===== config.mk =====
export PLATFORM = sky130hd
export DESIGN_NAME = cae_alert_top
export DESIGN_NICKNAME = d
export VERILOG_FILES = /design/src/shared/cae_pkg.sv /design/src/hw/cae_alert_top.sv /design/src/hw/cae_flag_bank.sv
export SDC_FILE = /design/constraint.sdc
export NUM_CORES = 1
export LEC_CHECK = 0
export BUFFER_PORTS_ARGS = -buffer_cell sky130_fd_sc_hd__buf_2
export CAP_MARGIN = 40
export CORE_UTILIZATION = 30
export CTS_BUF_LIST = sky130_fd_sc_hd__clkbuf_8
export CTS_CLUSTER_DIAMETER = 120
export DETAILED_ROUTE_END_ITERATION = 6
export SLEW_MARGIN = 30
export SYNTH_ARGS = -nofsm -noshare
export SYNTH_HDL_FRONTEND = slang
export SYNTH_HIERARCHICAL = 1
export SYNTH_SLANG_ARGS = --single-unit

===== constraint.sdc =====
create_clock -name CORE_CLK -period 1.5 [get_ports CORE_CLK]
set_input_delay 0.075 -clock CORE_CLK [delete_from_list [all_inputs] [get_ports CORE_CLK]]
set_output_delay 0.075 -clock CORE_CLK [all_outputs]
set_load 0.005 [all_outputs]

===== src/shared/cae_pkg.sv =====
`default_nettype none
package cae_pkg;
    localparam int CMD_W = 8;
    localparam int DATA_W = 16;
    localparam int LIMIT_W = 16;
    localparam int STATE_W = 13;
    localparam int NUM_LIMIT_SRC = 6;
    localparam int NUM_STATE_SRC = 5;

    // Command codes
    localparam logic [7:0] CODE_LIMIT_EN = 8'h0d;
    localparam logic [7:0] CODE_STATE_EN = 8'h0e;
    localparam logic [7:0] CODE_LIMIT_FLAGS = 8'h40;
    localparam logic [7:0] CODE_STATE_FLAGS = 8'h41;

    // Reset values
    localparam logic [15:0] LIMIT_EN_RST = 16'h0000;
    localparam logic [12:0] STATE_EN_RST = 13'h0000;

    // Limit alert bit positions
    localparam int BIT_INPUT_CURRENT_OVER = 5;
    localparam int BIT_BATTERY_CURRENT_UNDER = 4;
    localparam int BIT_DIE_OVERHEAT = 3;
    localparam int BIT_SERIES_RESISTANCE_OVER = 2;
    localparam int BIT_NTC_READING_OVER = 1;
    localparam int BIT_NTC_READING_UNDER = 0;

    // Charger state alert bit positions
    localparam int BIT_DETECT_FAILED = 12;
    localparam int BIT_DETECTION_ENTRY = 11;
    localparam int BIT_SUSPENDED = 8;
    localparam int BIT_PRECHARGE = 7;
    localparam int BIT_BULK_PHASE = 6;

    typedef struct packed {
        logic stb;
        logic [7:0] code;
        logic [15:0] data;
    } cae_wr_t;
endpackage
`default_nettype wire


===== src/hw/cae_alert_top.sv =====
`default_nettype none
module cae_alert_top (
    input wire logic CORE_CLK,
    input wire logic NRST,
    input wire logic [7:0] CMD_CODE,
    input wire logic WR_STB,
    input wire logic [15:0] WR_DATA,
    output logic [15:0] RD_DATA,
    input wire logic [5:0] LIMIT_COND,
    input wire logic DETECT_FAIL,
    input wire logic DETECTION,
    input wire logic SUSPENDED,
    input wire logic PRECHARGE,
    input wire logic BULK_PHASE_STATE,
    output logic SMB_ALERT_OUT,
    output logic SMB_ALERT_OE_N
);
    cae_pkg::cae_wr_t wr;
    logic [15:0] limit_en_ff;
    logic [15:0] nxt_limit_en_ff;
    logic [12:0] state_en_ff;
    logic [12:0] nxt_state_en_ff;
    logic [4:0] state_prev_ff;
    logic [4:0] nxt_state_prev_ff;
    logic [15:0] rd_ff;
    logic [15:0] nxt_rd_ff;
    logic alert_oe_n_ff;
    logic nxt_alert_oe_n_ff;
    logic [4:0] state_now;
    logic [4:0] state_entry;
    logic [15:0] limit_set;
    logic [12:0] state_set;
    logic [15:0] limit_flags;
    logic [12:0] state_flags;
    logic pending;

    assign wr = '{stb: WR_STB, code: CMD_CODE, data: WR_DATA};
    assign state_now = {DETECT_FAIL, DETECTION, SUSPENDED, PRECHARGE,
                        BULK_PHASE_STATE};

    // Enable registers
    always_comb begin
        nxt_limit_en_ff = limit_en_ff;
        nxt_state_en_ff = state_en_ff;
        if (wr.stb && wr.code == cae_pkg::CODE_LIMIT_EN) begin
            nxt_limit_en_ff = wr.data;
        end
        if (wr.stb && wr.code == cae_pkg::CODE_STATE_EN) begin
            nxt_state_en_ff = wr.data[12:0];
        end
    end

    always_ff @(posedge CORE_CLK or negedge NRST) begin
        if (!NRST) begin
            limit_en_ff <= cae_pkg::LIMIT_EN_RST;
            state_en_ff <= cae_pkg::STATE_EN_RST;
        end else begin
            limit_en_ff <= nxt_limit_en_ff;
            state_en_ff <= nxt_state_en_ff;
        end
    end

    // Limit conditions are levels; latch while the condition holds
    always_comb begin
        limit_set = '0;
        limit_set[5:0] = LIMIT_COND & limit_en_ff[5:0];
        // Bits 3..0 cover die, resistance, thermistor
        // Thermistor high is cold, low is hot
    end

    // Charger state events are entries, taken on the rising level
    always_comb begin
        nxt_state_prev_ff = state_now;
        state_entry = state_now & ~state_prev_ff;
        state_set = '0;
        state_set[cae_pkg::BIT_DETECT_FAILED] = state_entry[4]
            & state_en_ff[cae_pkg::BIT_DETECT_FAILED];
        state_set[cae_pkg::BIT_DETECTION_ENTRY] = state_entry[3]
            & state_en_ff[cae_pkg::BIT_DETECTION_ENTRY];
        state_set[cae_pkg::BIT_SUSPENDED] = state_entry[2]
            & state_en_ff[cae_pkg::BIT_SUSPENDED];
        state_set[cae_pkg::BIT_PRECHARGE] = state_entry[1]
            & state_en_ff[cae_pkg::BIT_PRECHARGE];
        state_set[cae_pkg::BIT_BULK_PHASE] = state_entry[0]
            & state_en_ff[cae_pkg::BIT_BULK_PHASE];
    end

    always_ff @(posedge CORE_CLK or negedge NRST) begin
        if (!NRST) begin
            state_prev_ff <= 5'h00;
        end else begin
            state_prev_ff <= nxt_state_prev_ff;
        end
    end

    // Sticky flags, cleared by writing 0 to the flag register
    cae_flag_bank #(.W(cae_pkg::LIMIT_W)) u_limit_flags (
        .clk(CORE_CLK),
        .rst_n(NRST),
        .set_req(limit_set),
        .clr_we(wr.stb && wr.code == cae_pkg::CODE_LIMIT_FLAGS),
        .clr_data(wr.data),
        .flags(limit_flags)
    );

    cae_flag_bank #(.W(cae_pkg::STATE_W)) u_state_flags (
        .clk(CORE_CLK),
        .rst_n(NRST),
        .set_req(state_set),
        .clr_we(wr.stb && wr.code == cae_pkg::CODE_STATE_FLAGS),
        .clr_data(wr.data[12:0]),
        .flags(state_flags)
    );

    // Read data and alert line
    always_comb begin
        pending = |(limit_flags & limit_en_ff)
            || |(state_flags & state_en_ff);
        nxt_alert_oe_n_ff = !pending;
        case (CMD_CODE)
            cae_pkg::CODE_LIMIT_EN: nxt_rd_ff = limit_en_ff;
            cae_pkg::CODE_STATE_EN: nxt_rd_ff = {3'h0, state_en_ff};
            cae_pkg::CODE_LIMIT_FLAGS: nxt_rd_ff = limit_flags;
            cae_pkg::CODE_STATE_FLAGS: nxt_rd_ff = {3'h0, state_flags};
            default: nxt_rd_ff = 16'h0000;
        endcase
    end

    always_ff @(posedge CORE_CLK or negedge NRST) begin
        if (!NRST) begin
            rd_ff <= 16'h0000;
            alert_oe_n_ff <= 1'b1;
        end else begin
            rd_ff <= nxt_rd_ff;
            alert_oe_n_ff <= nxt_alert_oe_n_ff;
        end
    end

    // Open drain: only ever pulls low
    always_ff @(posedge CORE_CLK or negedge NRST) begin
        if (!NRST) begin
            SMB_ALERT_OUT <= 1'b0;
        end else begin
            SMB_ALERT_OUT <= 1'b0;
        end
    end

    assign RD_DATA = rd_ff;
    assign SMB_ALERT_OE_N = alert_oe_n_ff;
endmodule
`default_nettype wire


===== src/hw/cae_flag_bank.sv =====
`default_nettype none
module cae_flag_bank #(
    parameter int W = 16
) (
    input wire logic clk,
    input wire logic rst_n,
    input wire logic [W-1:0] set_req,
    input wire logic clr_we,
    input wire logic [W-1:0] clr_data,
    output logic [W-1:0] flags
);
    logic [W-1:0] flag_ff;
    logic [W-1:0] nxt_flag_ff;

    // Writing 0 clears a bit; a set in the same cycle wins
    genvar i;
    for (i = 0; i < W; i++) begin : g_bit
        always_comb begin
            nxt_flag_ff[i] = flag_ff[i];
            if (clr_we && !clr_data[i]) begin
                nxt_flag_ff[i] = 1'b0;
            end
            if (set_req[i]) begin
                nxt_flag_ff[i] = 1'b1;
            end
        end
    end

    always_ff @(posedge clk or negedge rst_n) begin
        if (!rst_n) begin
            flag_ff <= '0;
        end else begin
            flag_ff <= nxt_flag_ff;
        end
    end

    assign flags = flag_ff;
endmodule
`default_nettype wire


# Yosys cells after proc, flatten, opt, wreduce, memory -nomap -nowiden
# Index checks and enable logic that the tools add are counted.
# op_classes
n_eq_ne	4
muxes	23
bitwise_logic	10
n_reduce_logical	41
# ops
cell	n
case mux 16 bit (4 select lines)	1
two-way mux 1 bit	22
nonzero test 2 bit	11
AND 6 x 16 -> 16 bit	1
equality test 8 x 4 -> 1 bit (second input constant)	2
equality test 8 x 7 -> 1 bit (second input constant)	2
OR reduction 16 bit	1
logical AND 1 bit	15
AND 13 bit	1
OR reduction 13 bit	1
logical NOT 1 bit	12
AND 6 bit	1
AND 1 bit	5
AND 5 bit	1
inverter 5 bit	1
logical OR 1 bit	1
# word_totals
regBits	62
input_bits	38
output_inout_bits	18
wordCells	94

# Longest topological paths before layout
# logic_depth
word_depth	5
mapped_depth	8
ltp_nobuf	6

# By module
# Netlist, hierarchy kept.
# by_module_without_submodules
module	instances	cells_per_inst	area_each_um2	seq_area_each_um2
cae_alert_top	1	181	2369.8	1277.5
cae_flag_bank at u_limit_flags	1	49	631.9	400.4
cae_flag_bank at u_state_flags	1	40	511.7	325.3

# Worst setup path after synthesis
# Ideal clock, no wire load.
# synth_path
path_type	input to register
start	input port CMD_CODE[2]
end	register u_limit_flags.flag_ff[0] (netlist: u_limit_flags/flags[0])
setup_ns	0.118
t_arrival_ns	1.506
required_time_ns	1.382
slack_ns	-0.124
cell_stages	8
n_path_buf	2
path_cell_list	nor2_1 nand2_1 nor4b_2 buf_2 and2_1 buf_6 nand2b_1 a21o_1
# synth_via
elab_chain_len	4
# synth_rtl
item	line_no	text
start, declared	cae_alert_top.sv:5	input wire logic [7:0] CMD_CODE,
equality test 8 x 7 -> 1 bit	cae_alert_top.sv:101	.clr_we(wr.stb && wr.code == cae_pkg::CODE_LIMIT_FLAGS),
logical AND 1 bit	cae_alert_top.sv:101	
logical AND 1 bit	cae_flag_bank.sv:20	if (clr_we && !clr_data[i]) begin
nonzero test 2 bit (no source line)	n/a	
end signal, assigned	cae_flag_bank.sv:33	flag_ff <= nxt_flag_ff;
end, declared	cae_flag_bank.sv:12	logic [W-1:0] flag_ff;
# Every way passes these cells.
# A chain may end at the register's enable or synchronous reset.

# Worst setup path in the final report
# layout_path
start	register limit_en_ff[3]
end	register alert_oe_n_ff (netlist: SMB_ALERT_OE_N)
# layout_via
elab_chain_len	4
# layout_rtl
item	line_no	text
start, declared	cae_alert_top.sv:19	logic [15:0] limit_en_ff;
start signal, assigned	cae_alert_top.sv:55	limit_en_ff <= cae_pkg::LIMIT_EN_RST;
start signal, assigned	cae_alert_top.sv:58	limit_en_ff <= nxt_limit_en_ff;
AND 6 x 16 -> 16 bit	cae_alert_top.sv:117	pending = |(limit_flags & limit_en_ff)
OR reduction 16 bit	cae_alert_top.sv:117	
logical OR 1 bit	cae_alert_top.sv:118	|| |(state_flags & state_en_ff);
logical NOT 1 bit	cae_alert_top.sv:119	nxt_alert_oe_n_ff = !pending;
via nxt_alert_oe_n_ff	cae_alert_top.sv:28	logic nxt_alert_oe_n_ff;
end signal, assigned	cae_alert_top.sv:135	alert_oe_n_ff <= nxt_alert_oe_n_ff;
end, declared	cae_alert_top.sv:27	logic alert_oe_n_ff;
# The timed path passes the listed nets, and every way through them passes these cells.

==> run summary <==
Run status
- **outcome** finished clean

Synthesis
- **Mapped Area** 3510 um2
- **count of flip-flops with a built-in enable after synthesis** 0
- **number of register bits inferred by synthesis** 80
- **Syn. warnings** 6
- **Avg Cell Area, Syn** 13.0 um2
- **gate count of the mapped netlist** 270
- **number of library cell types mapped by synthesis** 33
- **portion of the post-synthesis area used by sequential elements** 0.570
- **main flop type after synthesis** sky130_fd_sc_hd__dfrtp_1
- **share of synthesized registers carrying an async set or reset** 1.00

Timing
- **total count of max-transition violations in the final report** 0
- **post-layout min period** 1380 ps
- **minimum setup slack in the final design** 118 ps
- **unrepaired setup endpoints after global routing** true
- **Clock Skew** 9.68 ps
- **Slew @ Worst Pin** 676 ps
- **peak clock frequency supported by timing** 723 MHz
- **final-report hold violation count** 0
- **final-report setup violation count** 0
- **Max transition margin** 0.547
- **Tcrit/Tclk final** 0.922
- **WHS** 8.21 ps
- **final setup TNS** 0 ps

GRT
- **wire length of the first global-routing pass** 14000 um
- **total congestion overflow after global routing** 0
- **Global Route Usage Sum** 0.160
- **via count of the first global-routing pass** 2621
- **number of antenna violations at the first check in global routing** 0
- **largest net degree at the start of global routing** 46

Floorplan
- **Die Span X** 110 um
- **Core ar.** 11400 um2
- **initial core utilization** 0.308
- **number of ports placed on the die boundary** 56
- **overall die area** 12100 um2
- **number of rows in the core area** 39
- **height of the chip** 110 um

Power
- **overall power after layout** 4.74 mW
- **maximum VDD drop** 0.427 mV
- **static leakage** 2.13 nW
- **pwr/cell area** 1030 nW/um2

Layout
- **Non-Filler Instances** 530
- **ratio of cells with drive above 1 in the final layout** 0.328
- **net count reported at finish** 420
- **diode insertion count for antenna repair** 0
- **Design Area, Final** 4610 um2
- **area growth from synthesis to layout** 31.3%
- **final core area utilization** 0.404

Detailed routing
- **wire length per cell** 16.6 um
- **vias per std cell** 4.86
- **final routed DRC violation total** 0
- **overall via count from detail_route** 2576
- **Antenna Violating Nets Remaining** 0
- **first-iteration detailed-routing DRC count** 102
- **number of optimization iterations in the first detailed-route pass** 6
- **Final Routed Wirelength** 8810 um

Critical path
- **sequence of cells on the critical path** a22o_1, a221oi_2, nand4_1, nor3_2
- **kind of critical path** flop to flop
- **critical path arrival** 1660 ps
- **critical path peak fanout** 2
- **worst reg2reg startpoint** limit_en_ff[3]
- **CP required** 1780 ps
- **critical-path cell with the highest stage delay** sky130_fd_sc_hd__dfrtp_1
- **Critical Path Source** limit_en_ff[3]
- **critical path startpoint category** flop
- **cell class contributing the biggest share of worst-path delay** compound AO/OA/AOI/OAI gates
- **Critical Path End Type** flop
- **critical path's largest stage delay** 380 ps
- **number of buffers and inverters on the critical path** 0

Clock tree
- **clock-pin slew of the registers on the worst-case setup and hold paths** 80 ps
- **total clock buffers created by CTS** 9
- **depth of the CTS H-tree** 3
- **number of setup buffers added after CTS** 0
- **clk sink count** 80
- **clock root buffer** sky130_fd_sc_hd__clkbuf_8
- **clock latency reported for the late side of the worst-skew pair** 370 ps
- **TritonCTS clock tree** done
- **Max Root-Sink Buffers** 2

Worst hold path
- **origin of the worst min-delay path** LIMIT_COND[2]
- **worst hold path type** input port to flop

Flow run
- **count of maximum capacitance violations** 0

Placed design
- **count of input and output buffers** 54
- **post-detail-place hpwl** 6030 um
- **Post-Place Cell Area** 4150 um2
- **placed insts** 492
- **Final Wtd Congestion** 0.744
- **worst slack at placement** -15.3 ps

[state kept, by name, summed over array words and instances, names as in the netlist]
register and cells:
u_state_flags/flags 13, RD_DATA 16, state_en_ff 13, u_limit_flags/flags 16, SMB_ALERT_OE_N 1, limit_en_ff 16, state_prev_ff 5
[worst paths after layout]
check	slack, ps	cells after the start	endpoint
setup / recovery	120	4	SMB_ALERT_OE_N
hold / removal	8	3	u_limit_flags/flags[2]
setup reg to reg	120	4	SMB_ALERT_OE_N
hold reg to reg	520	1	u_state_flags/flags[3]
max in group asynchronous	830	3	u_limit_flags/flags[0]
min in group asynchronous	60	2	RD_DATA[13]
[final cells by class]
| class | count | area [um2] |
|---|---|---|
| repair buffers | 94 | 678 |
| clock inverters | 5 | 72.6 |
| flip-flops and latches | 80 | 2000 |
| well taps | 143 | 179 |
| fillers | 1111 | 6810 |
| multi-input cells | 197 | 1530 |
| clock buffers | 11 | 151 |
[Yosys cell counts (2+ instances only)]
cell type,n,area share
sky130_fd_sc_hd__mux2_4,10,0.043
sky130_fd_sc_hd__a22oi_1,23,0.049
sky130_fd_sc_hd__nand2b_1,29,0.052
sky130_fd_sc_hd__nor3_1,2,0.0028
sky130_fd_sc_hd__buf_4,2,0.0043
sky130_fd_sc_hd__buf_6,2,0.0064
sky130_fd_sc_hd__nand2_1,4,0.0043
sky130_fd_sc_hd__and2_1,8,0.014
sky130_fd_sc_hd__buf_2,2,0.0028
sky130_fd_sc_hd__and3b_1,7,0.017
sky130_fd_sc_hd__dfrtp_1,79,0.56
sky130_fd_sc_hd__a22o_1,3,0.0075
sky130_fd_sc_hd__nor2_1,17,0.018
sky130_fd_sc_hd__a221oi_1,3,0.0075
sky130_fd_sc_hd__nand4_1,2,0.0036
sky130_fd_sc_hd__a21o_1,29,0.062
sky130_fd_sc_hd__clkbuf_1,2,0.0021
sky130_fd_sc_hd__a221o_1,13,0.037
sky130_fd_sc_hd__mux2_2,19,0.061
[placed cells by master (no fill, tap or decap), drive strengths merged, types with 2 or more instances in the layout]
cell type / count
a21o: 29
a221o: 13
a221oi: 3
a22o: 3
a22oi: 23
and2: 8
and3b: 7
buf: 72
bufinv: 2
clkbuf: 11
conb: 19
dfrtp: 79
dlygate4sd3: 22
inv: 2
mux2: 29
nand2: 4
nand2b: 29
nand4: 2
nor2: 18
nor3: 3
[cells by family after synthesis]
family          Yosys count  synth area share
mux                      29             0.104
compound gates           72             0.166
flops                    80             0.570
buf+inv                  11            0.0246
other cells               1           0.00107
simple gates             77             0.135
[worst reg2reg max path: stages, from the launching register on]
cell	delay, ps
sky130_fd_sc_hd__dfrtp_1	380
sky130_fd_sc_hd__a22o_1	280
sky130_fd_sc_hd__a221oi_2	220
sky130_fd_sc_hd__nand4_1	200
sky130_fd_sc_hd__nor3_2	220
[power breakdown]
part / leakage (nW) / internal, mW / switching [mW]
combinational: 1.03 / 0.289 / 0.215
sequential: 0.986 / 2.32 / 0.126
clock: 0.122 / 1.01 / 0.779
total: 2.13 / 3.62 / 1.12
[repair_timing]
item / in CTS / in global routing
endpoints found under the setup margin: 1 / 1
hold buffers: 22 / 0
pin swaps: 0 / 2
endpoints found under the hold margin: 109 / 0
resized for setup: 1 / 2
[layer usage]
metal | global-route usage | up-vias | wire (um)
li1 | - | 1203 | -
met1 | 0.195 | 1289 | 3840
met2 | 0.268 | 71 | 4270
met3 | 0.0341 | 13 | 525
met4 | 0.0808 | 0 | 174
met5 | 0 | - | 0
Power figures use the tool's default switching activity.
